==> src/gate_consts.svh <==
// Constants for the privileged opcode gate: field positions, opcodes,
// library-call codes, register offsets and reset values.
// Included by every design file that needs a number; holds no logic.
`ifndef GATE_CONSTS_SVH
`define GATE_CONSTS_SVH

// ------------------------
// Instruction fields
// ------------------------
`define OPC_MSB 31
`define OPC_LSB 26
`define FUNC_MSB 25
`define FUNC_LSB 0
`define DREG_MSB 25
`define DREG_LSB 21
`define BREG_MSB 20
`define BREG_LSB 16
`define ATYPE_MSB 15
`define ATYPE_LSB 13
`define ALEN_BIT 12
`define BYTE_DISPLACEMENT_FIELD_MSB 11
`define BYTE_DISPLACEMENT_FIELD_LSB 0

// ------------------------
// Major opcodes
// ------------------------
`define OPC_CALL 6'h00
`define OPC_IREAD 6'h19
`define OPC_LOAD 6'h1B
`define OPC_IWRITE 6'h1D
`define OPC_RET 6'h1E
`define OPC_STORE 6'h1F

// ------------------------
// Library-call function codes and access types
// ------------------------
`define CALL_PRIV_A 26'h0000000
`define CALL_PRIV_B 26'h0000002
`define CALL_UNPRIV 26'h0000086
`define ATYPE_PHYS 3'h0
`define ATYPE_COND 3'h1
`define ATYPE_VPTE 3'h2

// ------------------------
// Register map
// ------------------------
`define REG_CTRL 4'h0
`define REG_STATUS 4'h4
`define CTRL_HWE_BIT 0
`define CTRL_RESET 1'h0
`define STATUS_MODE_BIT 0
`define STATUS_FETCH_BIT 1
`define STATUS_CNT_LSB 16
`define ILL_CNT_RESET 16'h0000

`endif

==> src/gate_pkg.sv <==
// Types shared by the privileged opcode gate and its helpers.
// Compiled before any module that imports it.
package gate_pkg;
   typedef enum logic [2:0] {
      ENTRY_NONE, ENTRY_RESET, ENTRY_MACHINE_CHECK, ENTRY_ARITHMETIC_TRAP,
      ENTRY_MM, ENTRY_ILLEGAL, ENTRY_IRQ, ENTRY_CALL
   } entry_kind_e;
   typedef enum logic [2:0] {
      OP_OTHER, OP_LOAD, OP_STORE, OP_RET, OP_IREAD, OP_IWRITE, OP_CALL
   } op_class_e;
endpackage

==> src/opcode_field_decode.sv <==
// Pure field decoder for one 32-bit instruction word.
// Assumes its caller registers whatever it passes on.
`timescale 1ns/1ns
`include "gate_consts.svh"
module opcode_field_decode (
   input wire logic [31:0] instr_i,
   output gate_pkg::op_class_e op_class_o,
   output logic call_priv_o,
   output logic call_known_o,
   output logic [25:0] call_func_o,
   output logic [2:0] access_type_o,
   output logic access_length_field_o,
   output logic [11:0] byte_displacement_field_o,
   output logic [4:0] base_reg_field_o,
   output logic [4:0] data_reg_field_o
);
   import gate_pkg::*;
   logic [5:0] opc;

   assign opc = instr_i[`OPC_MSB:`OPC_LSB];
   assign access_type_o = instr_i[`ATYPE_MSB:`ATYPE_LSB];
   assign access_length_field_o = instr_i[`ALEN_BIT];
   assign byte_displacement_field_o = instr_i[`BYTE_DISPLACEMENT_FIELD_MSB:`BYTE_DISPLACEMENT_FIELD_LSB];
   assign base_reg_field_o = instr_i[`BREG_MSB:`BREG_LSB];
   assign data_reg_field_o = instr_i[`DREG_MSB:`DREG_LSB];
   assign call_func_o = instr_i[`FUNC_MSB:`FUNC_LSB];
   assign call_priv_o = (call_func_o == `CALL_PRIV_A) ||
                        (call_func_o == `CALL_PRIV_B);
   assign call_known_o = call_priv_o || (call_func_o == `CALL_UNPRIV);

   // ------------------------
   // Opcode class
   // ------------------------
   always_comb begin
      unique case (opc)
         `OPC_LOAD: op_class_o = OP_LOAD;
         `OPC_STORE: op_class_o = OP_STORE;
         `OPC_RET: op_class_o = OP_RET;
         `OPC_IREAD: op_class_o = OP_IREAD;
         `OPC_IWRITE: op_class_o = OP_IWRITE;
         `OPC_CALL: op_class_o = OP_CALL;
         default: op_class_o = OP_OTHER;
      endcase
   end
endmodule

==> src/gate_wb_regs.sv <==
// Classic Wishbone slave with the control and status words of the gate.
// Assumes a master that holds its request until it sees ack.
`timescale 1ns/1ns
`include "gate_consts.svh"
module gate_wb_regs (
   input wire logic clk_i,
   input wire logic rst_i,
   input wire logic ce_i,
   input wire logic cyc_i,
   input wire logic stb_i,
   input wire logic we_i,
   input wire logic [3:0] adr_i,
   input wire logic [3:0] sel_i,
   input wire logic [31:0] dat_i,
   output logic [31:0] dat_o,
   output logic ack_o,
   input wire logic priv_mode_i,
   input wire logic fetch_translate_i,
   input wire logic [15:0] ill_count_i,
   output logic kernel_hw_instr_enable_o
);
   import gate_pkg::*;
   logic req;

   // Ack drops the cycle after it rises, so one access per request
   assign req = cyc_i && stb_i && !ack_o;

   // ------------------------
   // Handshake and read data
   // ------------------------
   always_ff @(posedge clk_i) begin
      if (rst_i) begin
         ack_o <= 1'b0;
      end else if (ce_i) begin
         ack_o <= req;
      end
   end

   always_ff @(posedge clk_i) begin
      if (rst_i) begin
         dat_o <= 32'h00000000;
      end else if (ce_i && req) begin
         dat_o <= 32'h00000000;
         if (!we_i && adr_i == `REG_CTRL) begin
            dat_o[`CTRL_HWE_BIT] <= kernel_hw_instr_enable_o;
         end else if (!we_i && adr_i == `REG_STATUS) begin
            dat_o[`STATUS_MODE_BIT] <= priv_mode_i;
            dat_o[`STATUS_FETCH_BIT] <= fetch_translate_i;
            dat_o[`STATUS_CNT_LSB +: 16] <= ill_count_i;
         end
      end
   end

   // ------------------------
   // Control word
   // ------------------------
   always_ff @(posedge clk_i) begin
      if (rst_i) begin
         kernel_hw_instr_enable_o <= `CTRL_RESET;
      end else if (ce_i && req && we_i && adr_i == `REG_CTRL &&
                   sel_i[0]) begin
         kernel_hw_instr_enable_o <= dat_i[`CTRL_HWE_BIT];
      end
   end
endmodule

==> src/privileged_mode_opcode_gate.sv <==
// Privileged library mode tracker, opcode decoder and privilege gate.
// Assumes one instruction offered per cycle on instr_valid_i, event
// inputs as one-cycle pulses, and software on classic Wishbone.
`timescale 1ns/1ns
`include "gate_consts.svh"
module privileged_mode_opcode_gate #(
   parameter int PC_W = 64
) (
   input wire logic clk_i,
   input wire logic rst_i,
   input wire logic ce_i,
   input wire logic cyc_i,
   input wire logic stb_i,
   input wire logic we_i,
   input wire logic [3:0] adr_i,
   input wire logic [3:0] sel_i,
   input wire logic [31:0] dat_i,
   output logic [31:0] dat_o,
   output logic ack_o,
   input wire logic instr_valid_i,
   input wire logic [31:0] instr_i,
   input wire logic kernel_mode_i,
   input wire logic [PC_W-1:0] base_reg_value_i,
   input wire logic lock_flag_i,
   input wire logic machine_check_i,
   input wire logic arithmetic_trap_i,
   input wire logic mm_fault_i,
   input wire logic irq_i,
   output logic priv_mode_o,
   output logic fetch_translate_o,
   output logic data_translate_o,
   output logic mm_bypass_o,
   output logic align_trap_suppress_o,
   output logic vpte_fetch_o,
   output logic store_cond_o,
   output logic lock_result_valid_o,
   output logic lock_result_o,
   output logic [4:0] lock_dest_reg_o,
   output logic op_valid_o,
   output gate_pkg::op_class_e op_class_o,
   output logic [2:0] access_type_o,
   output logic access_length_field_o,
   output logic [11:0] byte_displacement_field_o,
   output logic [4:0] base_reg_field_o,
   output logic [4:0] data_reg_field_o,
   output logic [25:0] call_func_o,
   output logic call_priv_o,
   output logic entry_valid_o,
   output gate_pkg::entry_kind_e entry_kind_o,
   output logic irq_ack_o,
   output logic redirect_valid_o,
   output logic [PC_W-1:0] redirect_pc_o
);
   import gate_pkg::*;

   // ------------------------
   // Elaboration check
   // ------------------------
   // Bit 0 of the base value is the mode, so the target needs more
   if (PC_W < 2) begin : g_bad_width
      $error("PC_W must be at least 2");
   end

   // ------------------------
   // Decode and register interface
   // ------------------------
   op_class_e dec_class;
   logic dec_call_priv;
   logic dec_call_known;
   logic [25:0] dec_func;
   logic [2:0] dec_type;
   logic dec_len;
   logic [11:0] dec_byte_displacement_field;
   logic [4:0] dec_breg;
   logic [4:0] dec_dreg;
   logic kernel_hw_instr_enable;
   logic [15:0] ill_count_reg;

   opcode_field_decode u_decode (
      .instr_i(instr_i),
      .op_class_o(dec_class),
      .call_priv_o(dec_call_priv),
      .call_known_o(dec_call_known),
      .call_func_o(dec_func),
      .access_type_o(dec_type),
      .access_length_field_o(dec_len),
      .byte_displacement_field_o(dec_byte_displacement_field),
      .base_reg_field_o(dec_breg),
      .data_reg_field_o(dec_dreg)
   );

   gate_wb_regs u_regs (
      .clk_i(clk_i),
      .rst_i(rst_i),
      .ce_i(ce_i),
      .cyc_i(cyc_i),
      .stb_i(stb_i),
      .we_i(we_i),
      .adr_i(adr_i),
      .sel_i(sel_i),
      .dat_i(dat_i),
      .dat_o(dat_o),
      .ack_o(ack_o),
      .priv_mode_i(priv_mode_o),
      .fetch_translate_i(fetch_translate_o),
      .ill_count_i(ill_count_reg),
      .kernel_hw_instr_enable_o(kernel_hw_instr_enable)
   );

   // ------------------------
   // Gating
   // ------------------------
   logic reserved_op;
   logic allowed;
   logic illegal;
   logic accepted;
   logic take_irq;
   logic any_entry;
   logic do_ret;
   logic is_load;
   logic is_store;
   logic phys_type;
   entry_kind_e kind_next;

   assign reserved_op = (dec_class == OP_LOAD) || (dec_class == OP_STORE) ||
                        (dec_class == OP_RET) || (dec_class == OP_IREAD) ||
                        (dec_class == OP_IWRITE);
   assign allowed = priv_mode_o || (kernel_mode_i && kernel_hw_instr_enable);
   // reserved opcode outside mode
   // Privileged calls from user mode are refused the same way
   assign illegal = instr_valid_i &&
                    ((reserved_op && !allowed) ||
                     (dec_class == OP_CALL && dec_call_priv &&
                      !priv_mode_o && !kernel_mode_i));
   assign accepted = instr_valid_i && reserved_op && allowed;
   assign take_irq = irq_i && !priv_mode_o;
   assign is_load = accepted && dec_class == OP_LOAD;
   assign is_store = accepted && dec_class == OP_STORE;
   assign phys_type = (dec_type == `ATYPE_PHYS) || (dec_type == `ATYPE_COND);

   always_comb begin
      if (machine_check_i) begin
         kind_next = ENTRY_MACHINE_CHECK;
      end else if (arithmetic_trap_i) begin
         kind_next = ENTRY_ARITHMETIC_TRAP;
      end else if (mm_fault_i) begin
         kind_next = ENTRY_MM;
      end else if (illegal) begin
         kind_next = ENTRY_ILLEGAL;
      end else if (take_irq) begin
         kind_next = ENTRY_IRQ;
      end else if (instr_valid_i && dec_class == OP_CALL &&
                   dec_call_known) begin
         kind_next = ENTRY_CALL;
      end else begin
         kind_next = ENTRY_NONE;
      end
   end

   assign any_entry = (kind_next != ENTRY_NONE);
   // An entry in the same cycle overrides a return
   assign do_ret = accepted && dec_class == OP_RET && !any_entry;

   // ------------------------
   // Mode bit and fetch mapping
   // ------------------------
   // single mode bit
   always_ff @(posedge clk_i) begin
      if (rst_i) begin
         priv_mode_o <= 1'b1;
      end else if (ce_i) begin
         if (any_entry) begin
            priv_mode_o <= 1'b1;
         end else if (do_ret) begin
            priv_mode_o <= base_reg_value_i[0];
         end
      end
   end

   always_ff @(posedge clk_i) begin
      if (rst_i) begin
         fetch_translate_o <= 1'b0;
      end else if (ce_i) begin
         if (any_entry) begin
            fetch_translate_o <= 1'b0;
         end else if (do_ret) begin
            fetch_translate_o <= !base_reg_value_i[0];
         end
      end
   end

   // ------------------------
   // Entries
   // ------------------------
   always_ff @(posedge clk_i) begin
      if (rst_i) begin
         entry_valid_o <= 1'b1;
         entry_kind_o <= ENTRY_RESET;
         irq_ack_o <= 1'b0;
      end else if (ce_i) begin
         entry_valid_o <= any_entry;
         entry_kind_o <= kind_next;
         irq_ack_o <= (kind_next == ENTRY_IRQ);
      end
   end

   // Counter saturates rather than wrapping to zero
   always_ff @(posedge clk_i) begin
      if (rst_i) begin
         ill_count_reg <= `ILL_CNT_RESET;
      end else if (ce_i && kind_next == ENTRY_ILLEGAL &&
                   ill_count_reg != 16'hFFFF) begin
         ill_count_reg <= ill_count_reg + 16'h0001;
      end
   end

   // ------------------------
   // Memory path controls
   // ------------------------
   always_ff @(posedge clk_i) begin
      if (rst_i) begin
         data_translate_o <= 1'b1;
         mm_bypass_o <= 1'b0;
         align_trap_suppress_o <= 1'b0;
         vpte_fetch_o <= 1'b0;
      end else if (ce_i) begin
         // only physical privileged types skip mapping
         data_translate_o <= !((is_load || is_store) && phys_type);
         mm_bypass_o <= is_load || is_store;
         // no alignment trap for privileged access
         align_trap_suppress_o <= is_load || is_store;
         vpte_fetch_o <= is_load && dec_type == `ATYPE_VPTE;
      end
   end

   always_ff @(posedge clk_i) begin
      if (rst_i) begin
         store_cond_o <= 1'b0;
         lock_result_valid_o <= 1'b0;
         lock_result_o <= 1'b0;
         lock_dest_reg_o <= 5'h00;
      end else if (ce_i) begin
         store_cond_o <= is_store && dec_type == `ATYPE_COND;
         lock_result_valid_o <= is_store && dec_type == `ATYPE_COND;
         lock_result_o <= lock_flag_i;
         lock_dest_reg_o <= dec_dreg;
      end
   end

   // ------------------------
   // Decoded operation
   // ------------------------
   always_ff @(posedge clk_i) begin
      if (rst_i) begin
         op_valid_o <= 1'b0;
         op_class_o <= OP_OTHER;
         access_type_o <= 3'h0;
         access_length_field_o <= 1'b0;
         byte_displacement_field_o <= 12'h000;
         base_reg_field_o <= 5'h00;
         data_reg_field_o <= 5'h00;
         call_func_o <= 26'h0000000;
         call_priv_o <= 1'b0;
      end else if (ce_i) begin
         op_valid_o <= instr_valid_i && !illegal;
         op_class_o <= dec_class;
         // fields registered for the data path
         access_type_o <= dec_type;
         access_length_field_o <= dec_len;
         byte_displacement_field_o <= dec_byte_displacement_field;
         base_reg_field_o <= dec_breg;
         data_reg_field_o <= dec_dreg;
         call_func_o <= dec_func;
         call_priv_o <= dec_call_priv;
      end
   end

   // ------------------------
   // Return redirect
   // ------------------------
   always_ff @(posedge clk_i) begin
      if (rst_i) begin
         redirect_valid_o <= 1'b0;
         redirect_pc_o <= '0;
      end else if (ce_i) begin
         redirect_valid_o <= do_ret;
         redirect_pc_o <= {base_reg_value_i[PC_W-1:1], 1'b0};
      end
   end
endmodule

==> config.mk <==
export PLATFORM = sky130hd
export DESIGN_NAME = privileged_mode_opcode_gate
export DESIGN_NICKNAME = d
export VERILOG_FILES = /design/src/gate_pkg.sv /design/src/opcode_field_decode.sv /design/src/gate_wb_regs.sv /design/src/privileged_mode_opcode_gate.sv
export VERILOG_INCLUDE_DIRS = /design/src /design/src/src
export SDC_FILE = /design/constraint.sdc
export NUM_CORES = 1
export LEC_CHECK = 0
export BUFFER_PORTS_ARGS = -buffer_cell sky130_fd_sc_hd__buf_2
export CAP_MARGIN = 0
export CORE_ASPECT_RATIO = 1.25
export CORE_MARGIN = 5
export CORE_UTILIZATION = 36
export DETAILED_ROUTE_END_ITERATION = 8
export GPL_TIMING_DRIVEN = 0
export PLACE_DENSITY = 0.73
export SLEW_MARGIN = 20
export SYNTH_ARGS = -nofsm -noshare
export SYNTH_HDL_FRONTEND = slang
export SYNTH_SLANG_ARGS = --single-unit
==> constraint.sdc <==
create_clock -name clk_i -period 6.1 [get_ports clk_i]
set_clock_uncertainty 0.15 [all_clocks]
set_input_delay 1.22 -clock clk_i [delete_from_list [all_inputs] [get_ports clk_i]]
set_output_delay 1.22 -clock clk_i [all_outputs]
set_load 0.05 [all_outputs]
# Yosys cells after proc, flatten, opt, wreduce, memory -nomap -nowiden
# Index checks and enable logic that the tools add are counted.
dict set report classes {
  n_addsub 1
  eq_ne 19
  n_mux 16
  reduce_logical 55
}
# operator n
set op_table {}
lappend op_table {{2-to-1 mux 16 bit} 2}
lappend op_table {{equality test 6 x 5 -> 1 bit (second input constant)} 5}
lappend op_table {{logical AND 1 bit} 29}
lappend op_table {{equality test 26 x 2 -> 1 bit (second input constant)} 1}
lappend op_table {{equality test 26 x 8 -> 1 bit (second input constant)} 1}
lappend op_table {{logical NOT 26 bit} 1}
lappend op_table {{2-to-1 mux 3 bit} 6}
lappend op_table {{case mux 3 bit (6 select lines)} 1}
lappend op_table {{adder 16 x 1 -> 16 bit (second input constant)} 1}
lappend op_table {{inequality test 16 bit (second input constant)} 1}
lappend op_table {{equality test 3 bit (second input constant)} 5}
lappend op_table {{logical OR 1 bit} 10}
lappend op_table {{equality test 3 x 2 -> 1 bit (second input constant)} 3}
lappend op_table {{logical NOT 1 bit} 9}
lappend op_table {{equality test 3 x 1 -> 1 bit (second input constant)} 2}
lappend op_table {{logical NOT 6 bit} 1}
lappend op_table {{2-to-1 mux 1 bit} 6}
lappend op_table {{equality test 4 x 3 -> 1 bit (second input constant)} 1}
lappend op_table {{logical NOT 4 bit} 1}
lappend op_table {{logical NOT 3 bit} 1}
lappend op_table {{nonzero test 3 bit} 1}
lappend op_table {{2-to-1 mux 2 bit} 1}
lappend op_table {{AND reduction 2 bit} 1}
lappend op_table {{nonzero test 2 bit} 1}
dict set report totals {
  ff_bits 169
  in_bits 149
}

# Longest topological paths before layout
dict set report logic_depth {
  ltp_word 19
  ltp_mapped 8
  mapped_depth_nobuf 6
}

# Modules after synthesis
# A second synthesis with hierarchy kept.
dict set report unflattened {
  cells_unflattened 765
  hier_area_um2 7230.7
}
# mod instances cells_each area_each_um2 seq_area_each_um2
set modules_own_cells {}
lappend modules_own_cells {privileged_mode_opcode_gate 1 581 5759.3 2982.9}
lappend modules_own_cells {gate_wb_regs 1 109 932.1 400.4}
lappend modules_own_cells {opcode_field_decode 1 75 539.3 0.0}

# Worst setup path after synthesis
# Ideal clock, no wire load.
dict set report synth_timing {
  path_kind {input-to-reg}
  start {input instr_i[26]}
  end {register ill_count_reg[12]}
  setup_time_ns 0.116
  arrival_ns 2.852
  slack_ns 2.982
  stages 7
  path_cell_list {buf_6 nor4_4 nand4_2 o31a_1 a2111oi_4 a21oi_1 a31o_1}
}
dict set report synth_via {
  elab_chain_cells 17
  word_cells_on_any_way 34
  cone_classes {eq/ne: 12; mux: 7; reduce/logical: 15}
}
# element line
set synth_lines {}
lappend synth_lines {{from (decl)} privileged_mode_opcode_gate.sv:21} ;# input wire logic [31:0] instr_i,
lappend synth_lines {{equality test 6 x 5 -> 1 bit / logical NOT 6 bit (equally long branches)} opcode_field_decode.sv:35} ;# unique case (opc)
lappend synth_lines {{case mux 3 bit (6 select lines) *} opcode_field_decode.sv:35}
lappend synth_lines {{equality test 3 x 1 -> 1 bit / equality test 3 x 2 -> 1 bit (equally long branches)} privileged_mode_opcode_gate.sv:125} ;# assign reserved_op = (dec_class == OP_LOAD) || (dec_class == OP_STORE) ||
lappend synth_lines {{logical OR 1 bit (2 in series)} privileged_mode_opcode_gate.sv:125}
lappend synth_lines {{logical OR 1 bit (2 in series)} privileged_mode_opcode_gate.sv:126} ;# (dec_class == OP_RET) || (dec_class == OP_IREAD) ||
lappend synth_lines {{logical AND 1 bit} privileged_mode_opcode_gate.sv:132} ;# ((reserved_op && !allowed) ||
lappend synth_lines {{logical OR 1 bit} privileged_mode_opcode_gate.sv:132}
lappend synth_lines {{logical AND 1 bit} privileged_mode_opcode_gate.sv:131} ;# assign illegal = instr_valid_i &&
lappend synth_lines {{2-to-1 mux 3 bit *} privileged_mode_opcode_gate.sv:148} ;# end else if (illegal) begin
lappend synth_lines {{2-to-1 mux 3 bit *} privileged_mode_opcode_gate.sv:146} ;# end else if (mm_fault_i) begin
lappend synth_lines {{2-to-1 mux 3 bit *} privileged_mode_opcode_gate.sv:144} ;# end else if (arithmetic_trap_i) begin
lappend synth_lines {{2-to-1 mux 3 bit *} privileged_mode_opcode_gate.sv:142} ;# if (machine_check_i) begin
lappend synth_lines {{equality test 3 bit *} privileged_mode_opcode_gate.sv:211} ;# end else if (ce_i && kind_next == ENTRY_ILLEGAL &&
lappend synth_lines {{logical AND 1 bit * (2 in series)} privileged_mode_opcode_gate.sv:211}
lappend synth_lines {{to (signal assigned)} privileged_mode_opcode_gate.sv:210} ;# ill_count_reg <= `ILL_CNT_RESET;
lappend synth_lines {{to (signal assigned)} privileged_mode_opcode_gate.sv:213} ;# ill_count_reg <= ill_count_reg + 16'h0001;
lappend synth_lines {{to (decl)} privileged_mode_opcode_gate.sv:77} ;# logic [15:0] ill_count_reg;
# Every way passes the cells marked *; elsewhere a longest branch is shown, timed or not.
# A chain may end at the register's enable or synchronous reset.

# Worst setup path in the final report
dict set report layout_timing {
  start {input instr_i[0]}
  end {register ill_count_reg[14]}
}
dict set report layout_via {
  elab_chain_cells 14
  word_cells_on_any_way 20
  cone_classes {eq/ne: 3; mux: 6; reduce/logical: 11}
}
# element line
set layout_lines {}
lappend layout_lines {{equality test 26 x 2 -> 1 bit (no source line) / logical NOT 26 bit (equally long branches)} --}
lappend layout_lines {{logical OR 1 bit} opcode_field_decode.sv:27} ;# assign call_priv_o = (call_func_o == `CALL_PRIV_A) ||
lappend layout_lines {{logical AND 1 bit (2 in series)} privileged_mode_opcode_gate.sv:133} ;# (dec_class == OP_CALL && dec_call_priv &&
lappend layout_lines {{logical AND 1 bit} privileged_mode_opcode_gate.sv:134} ;# !priv_mode_o && !kernel_mode_i));
lappend layout_lines {{logical OR 1 bit} privileged_mode_opcode_gate.sv:132}
lappend layout_lines {{logical AND 1 bit} privileged_mode_opcode_gate.sv:131}
lappend layout_lines {{2-to-1 mux 3 bit *} privileged_mode_opcode_gate.sv:148}
lappend layout_lines {{2-to-1 mux 3 bit *} privileged_mode_opcode_gate.sv:146}
lappend layout_lines {{2-to-1 mux 3 bit *} privileged_mode_opcode_gate.sv:144}
lappend layout_lines {{2-to-1 mux 3 bit *} privileged_mode_opcode_gate.sv:142}
lappend layout_lines {{equality test 3 bit *} privileged_mode_opcode_gate.sv:211}
lappend layout_lines {{logical AND 1 bit * (2 in series)} privileged_mode_opcode_gate.sv:211}
# Marked as above.

==> metrics.yaml <==
setup_path:
  cp_max_fo: 6
  cp_data_arrival_time_ns: 3.41
  start_kind: "primary input"
  cp-end-kind: "register"
  path_class: "primary input to register"
  required_ns: 6.26
  rrSetupSlack_ns: 3.60
logic_synthesis:
  synth_edf_count: 0
  ys_ff_latch: 143
  synth_top_area_share_pct: 48.36
  synthArstFlopShare_pct: 0
  yosys.cell_types.count: 49
  yosysTopAreaCell: "dfxtp_1"
  synth_common_cells: "dfxtp_1 (143), nor2_1 (141), mux2i_1 (92)"
  syn_area_sq_um: 5919
  synth_cells: 626
  seq_area_frac_synth_pct: 48.36
  syn_avg_cell_area_sq_um: 9.456
  yosys_most_used_dff: "dfxtp_1"
  synth.most_common_cell: "dfxtp_1"
  synth_warnings: 0
  synthTopCellsByArea: "dfxtp_1 (48%), mux2i_1 (16%), nor2_1 (8.9%)"
grt:
  first_global_vias: 5212
  grt.busiest_layer: "met2"
  met2_usage_pct: 34.18
  grt.met3_usage_pct: 6.981
  grt_max_degree: 17
  gr-usage-all-layers_pct: 19.16
  grt_antenna_before_repair: 3
  met1_usage_pct: 21.39
  grt_pass1_wl_mm: 29.14
  grt-ovfl-total: 0
power:
  ir_worst_vdd_v: 0.0001606
  power.leakage_nw: 4.096
  p_per_area_nw_per_um2: 306.5
  power_w: 0.002517
drt:
  firstDrtPassIters: 6
  drc_errors: 0
  viasPerCell: 4.634
  routedWlPerCell_um: 16.17
  drtIter0Drc: 266
  wl_mm: 18.72
  vias: 5366
  postRouteAntennaNets: 0
timing:
  setup_viol: 0
  fmax_mhz: 307.3
  finalSetupTns_ns: 0
  rsz0062_at_grt: "false"
  fin_ws_ns: 2.846
  final_hold_viol_count: 0
  period_needed_ns: 3.254
  drv_slew: 0
  relSlewSlack_pct: 47.13
  fin_crit_sh_pct: 53.34
  tightest_slew_ns: 0.7931
  timing.hold.ws_ns: 0.3088
floorplan:
  initial_core_util_pct: 36.54
  core_area_sq_um: 16200
  die_h_um: 153.4
  ios: 323
  dieArea_sq_um: 19120
  fp-row-count: 52
  die_w_um: 124.7
clocking:
  clk_latency_ns: 0.42
  post_cts_buffers: 0
  ctsResizeCount: 0
  clockBufferDepth: 2
  cts-root-buf: "clkbuf_16"
  cts_sinks: 143
  path_clk_slew_ns: 0.06
  cts_tree: "built"
  htree_levels: 4
  ctsHoldBuffers: 0
  cts_buffers: 17
placement:
  preCtsSetupSlack_ns: 2.382
  finalWeightedCongestion: 0.8697
  placed_cell_area_sq_um: 7589
  portBuffers: 269
  dp_hpwl_mm: 14.79
job:
  cap_violations: 0
outcome:
  outcome: "finished clean"
cells_and_area:
  largest_reg_flops: 63
  drive_above_1_share_pct: 38.36
  areaGrowthSynthToFinish_pct: 38.70
  nets: 1078
  fin_area_sq_um: 8210
worst_hold_path:
  worstHoldPathType: "register to register"
-- cell families after synthesis --
group	after synthesis	synth area share [%]
AOI/OAI and AO/OA	55	6.828
xor gates and xnor gates	14	2.071
adders and majority gates	1	0.2113
buffers and inverters	89	8.857
DFF	143	48.36
muxes	92	15.56
other	1	0.06335
and+or+nand+nor	231	18.05
-- power breakdown --
part,switching (W),internal (W)
registers,0.0000229,0.000972
clock network,0.000427,0.000663
logic,0.000307,0.000125
total,0.000757,0.00176
-- cells in the final DEF, fill, tap and decap left out, types with 15 or more instances in the layout --
cell type  count
nor3_1        15
a21oi_1       17
nand2_1       22
a22oi_1       18
buf_4         48
nor2_1       141
mux2i_1       92
clkbuf_1      24
buf_2        271
conb_1        15
dfxtp_1      143
clkbuf_16     17
-- final cells by class --
class | instances | area, sq um
Fill cell | 1556 | 7990
Sequential cell | 143 | 2863
Multi-Input combinational cell | 408 | 2585
Timing Repair Buffer | 269 | 1346
Buffer | 87 | 516.7
Clock buffer | 18 | 439.2
Tap cell | 216 | 270.3
Clock inverter | 14 | 180.2
Inverter | 2 | 7.507
Antenna cell | 1 | 2.502
-- stage by stage --
| stage | std cells | utilization, % |
|---|---|---|
| floorplan | 640 | - |
| global placement | 1125 | 46.84 |
| detailed placement | 1125 | 46.84 |
| CTS | 1157 | 50.66 |
| global route | 1157 | 50.66 |
| finish | 1158 | 50.68 |
-- final timing paths --
| kind | start | endpoint | cells after the start |
|---|---|---|---|
| worst max-delay path | instr_i[0] | ill_count_reg[14]$_SDFFE_PP0P_ | 7 |
| worst min-delay path | op_class_o[0]$_SDFFE_PP0P_ | op_class_o[0]$_SDFFE_PP0P_ | 2 |
| worst max register to register | u_regs.ack_o$_SDFFE_PP0P_ | u_regs.dat_o[22]$_SDFFE_PP0P_ | 6 |
| worst min register to register | op_class_o[0]$_SDFFE_PP0P_ | op_class_o[0]$_SDFFE_PP0P_ | 2 |
-- worst max-delay path, stage by stage --
cell       delay [ns]
buf_2            0.13
nor4_1           0.41
nand4_1          0.33
o31a_1           0.49
a2111oi_4        0.51
a21oi_1          0.13
a31o_1           0.19
-- layer usage --
layer  up-vias  share of wire [%]
met5         -               0.18
met4         6                1.5
met3        23                7.5
met2       187                 51
met1      2456                 40
li1       2694                  -
No activity file was read; power rests on OpenSTA's default activity.
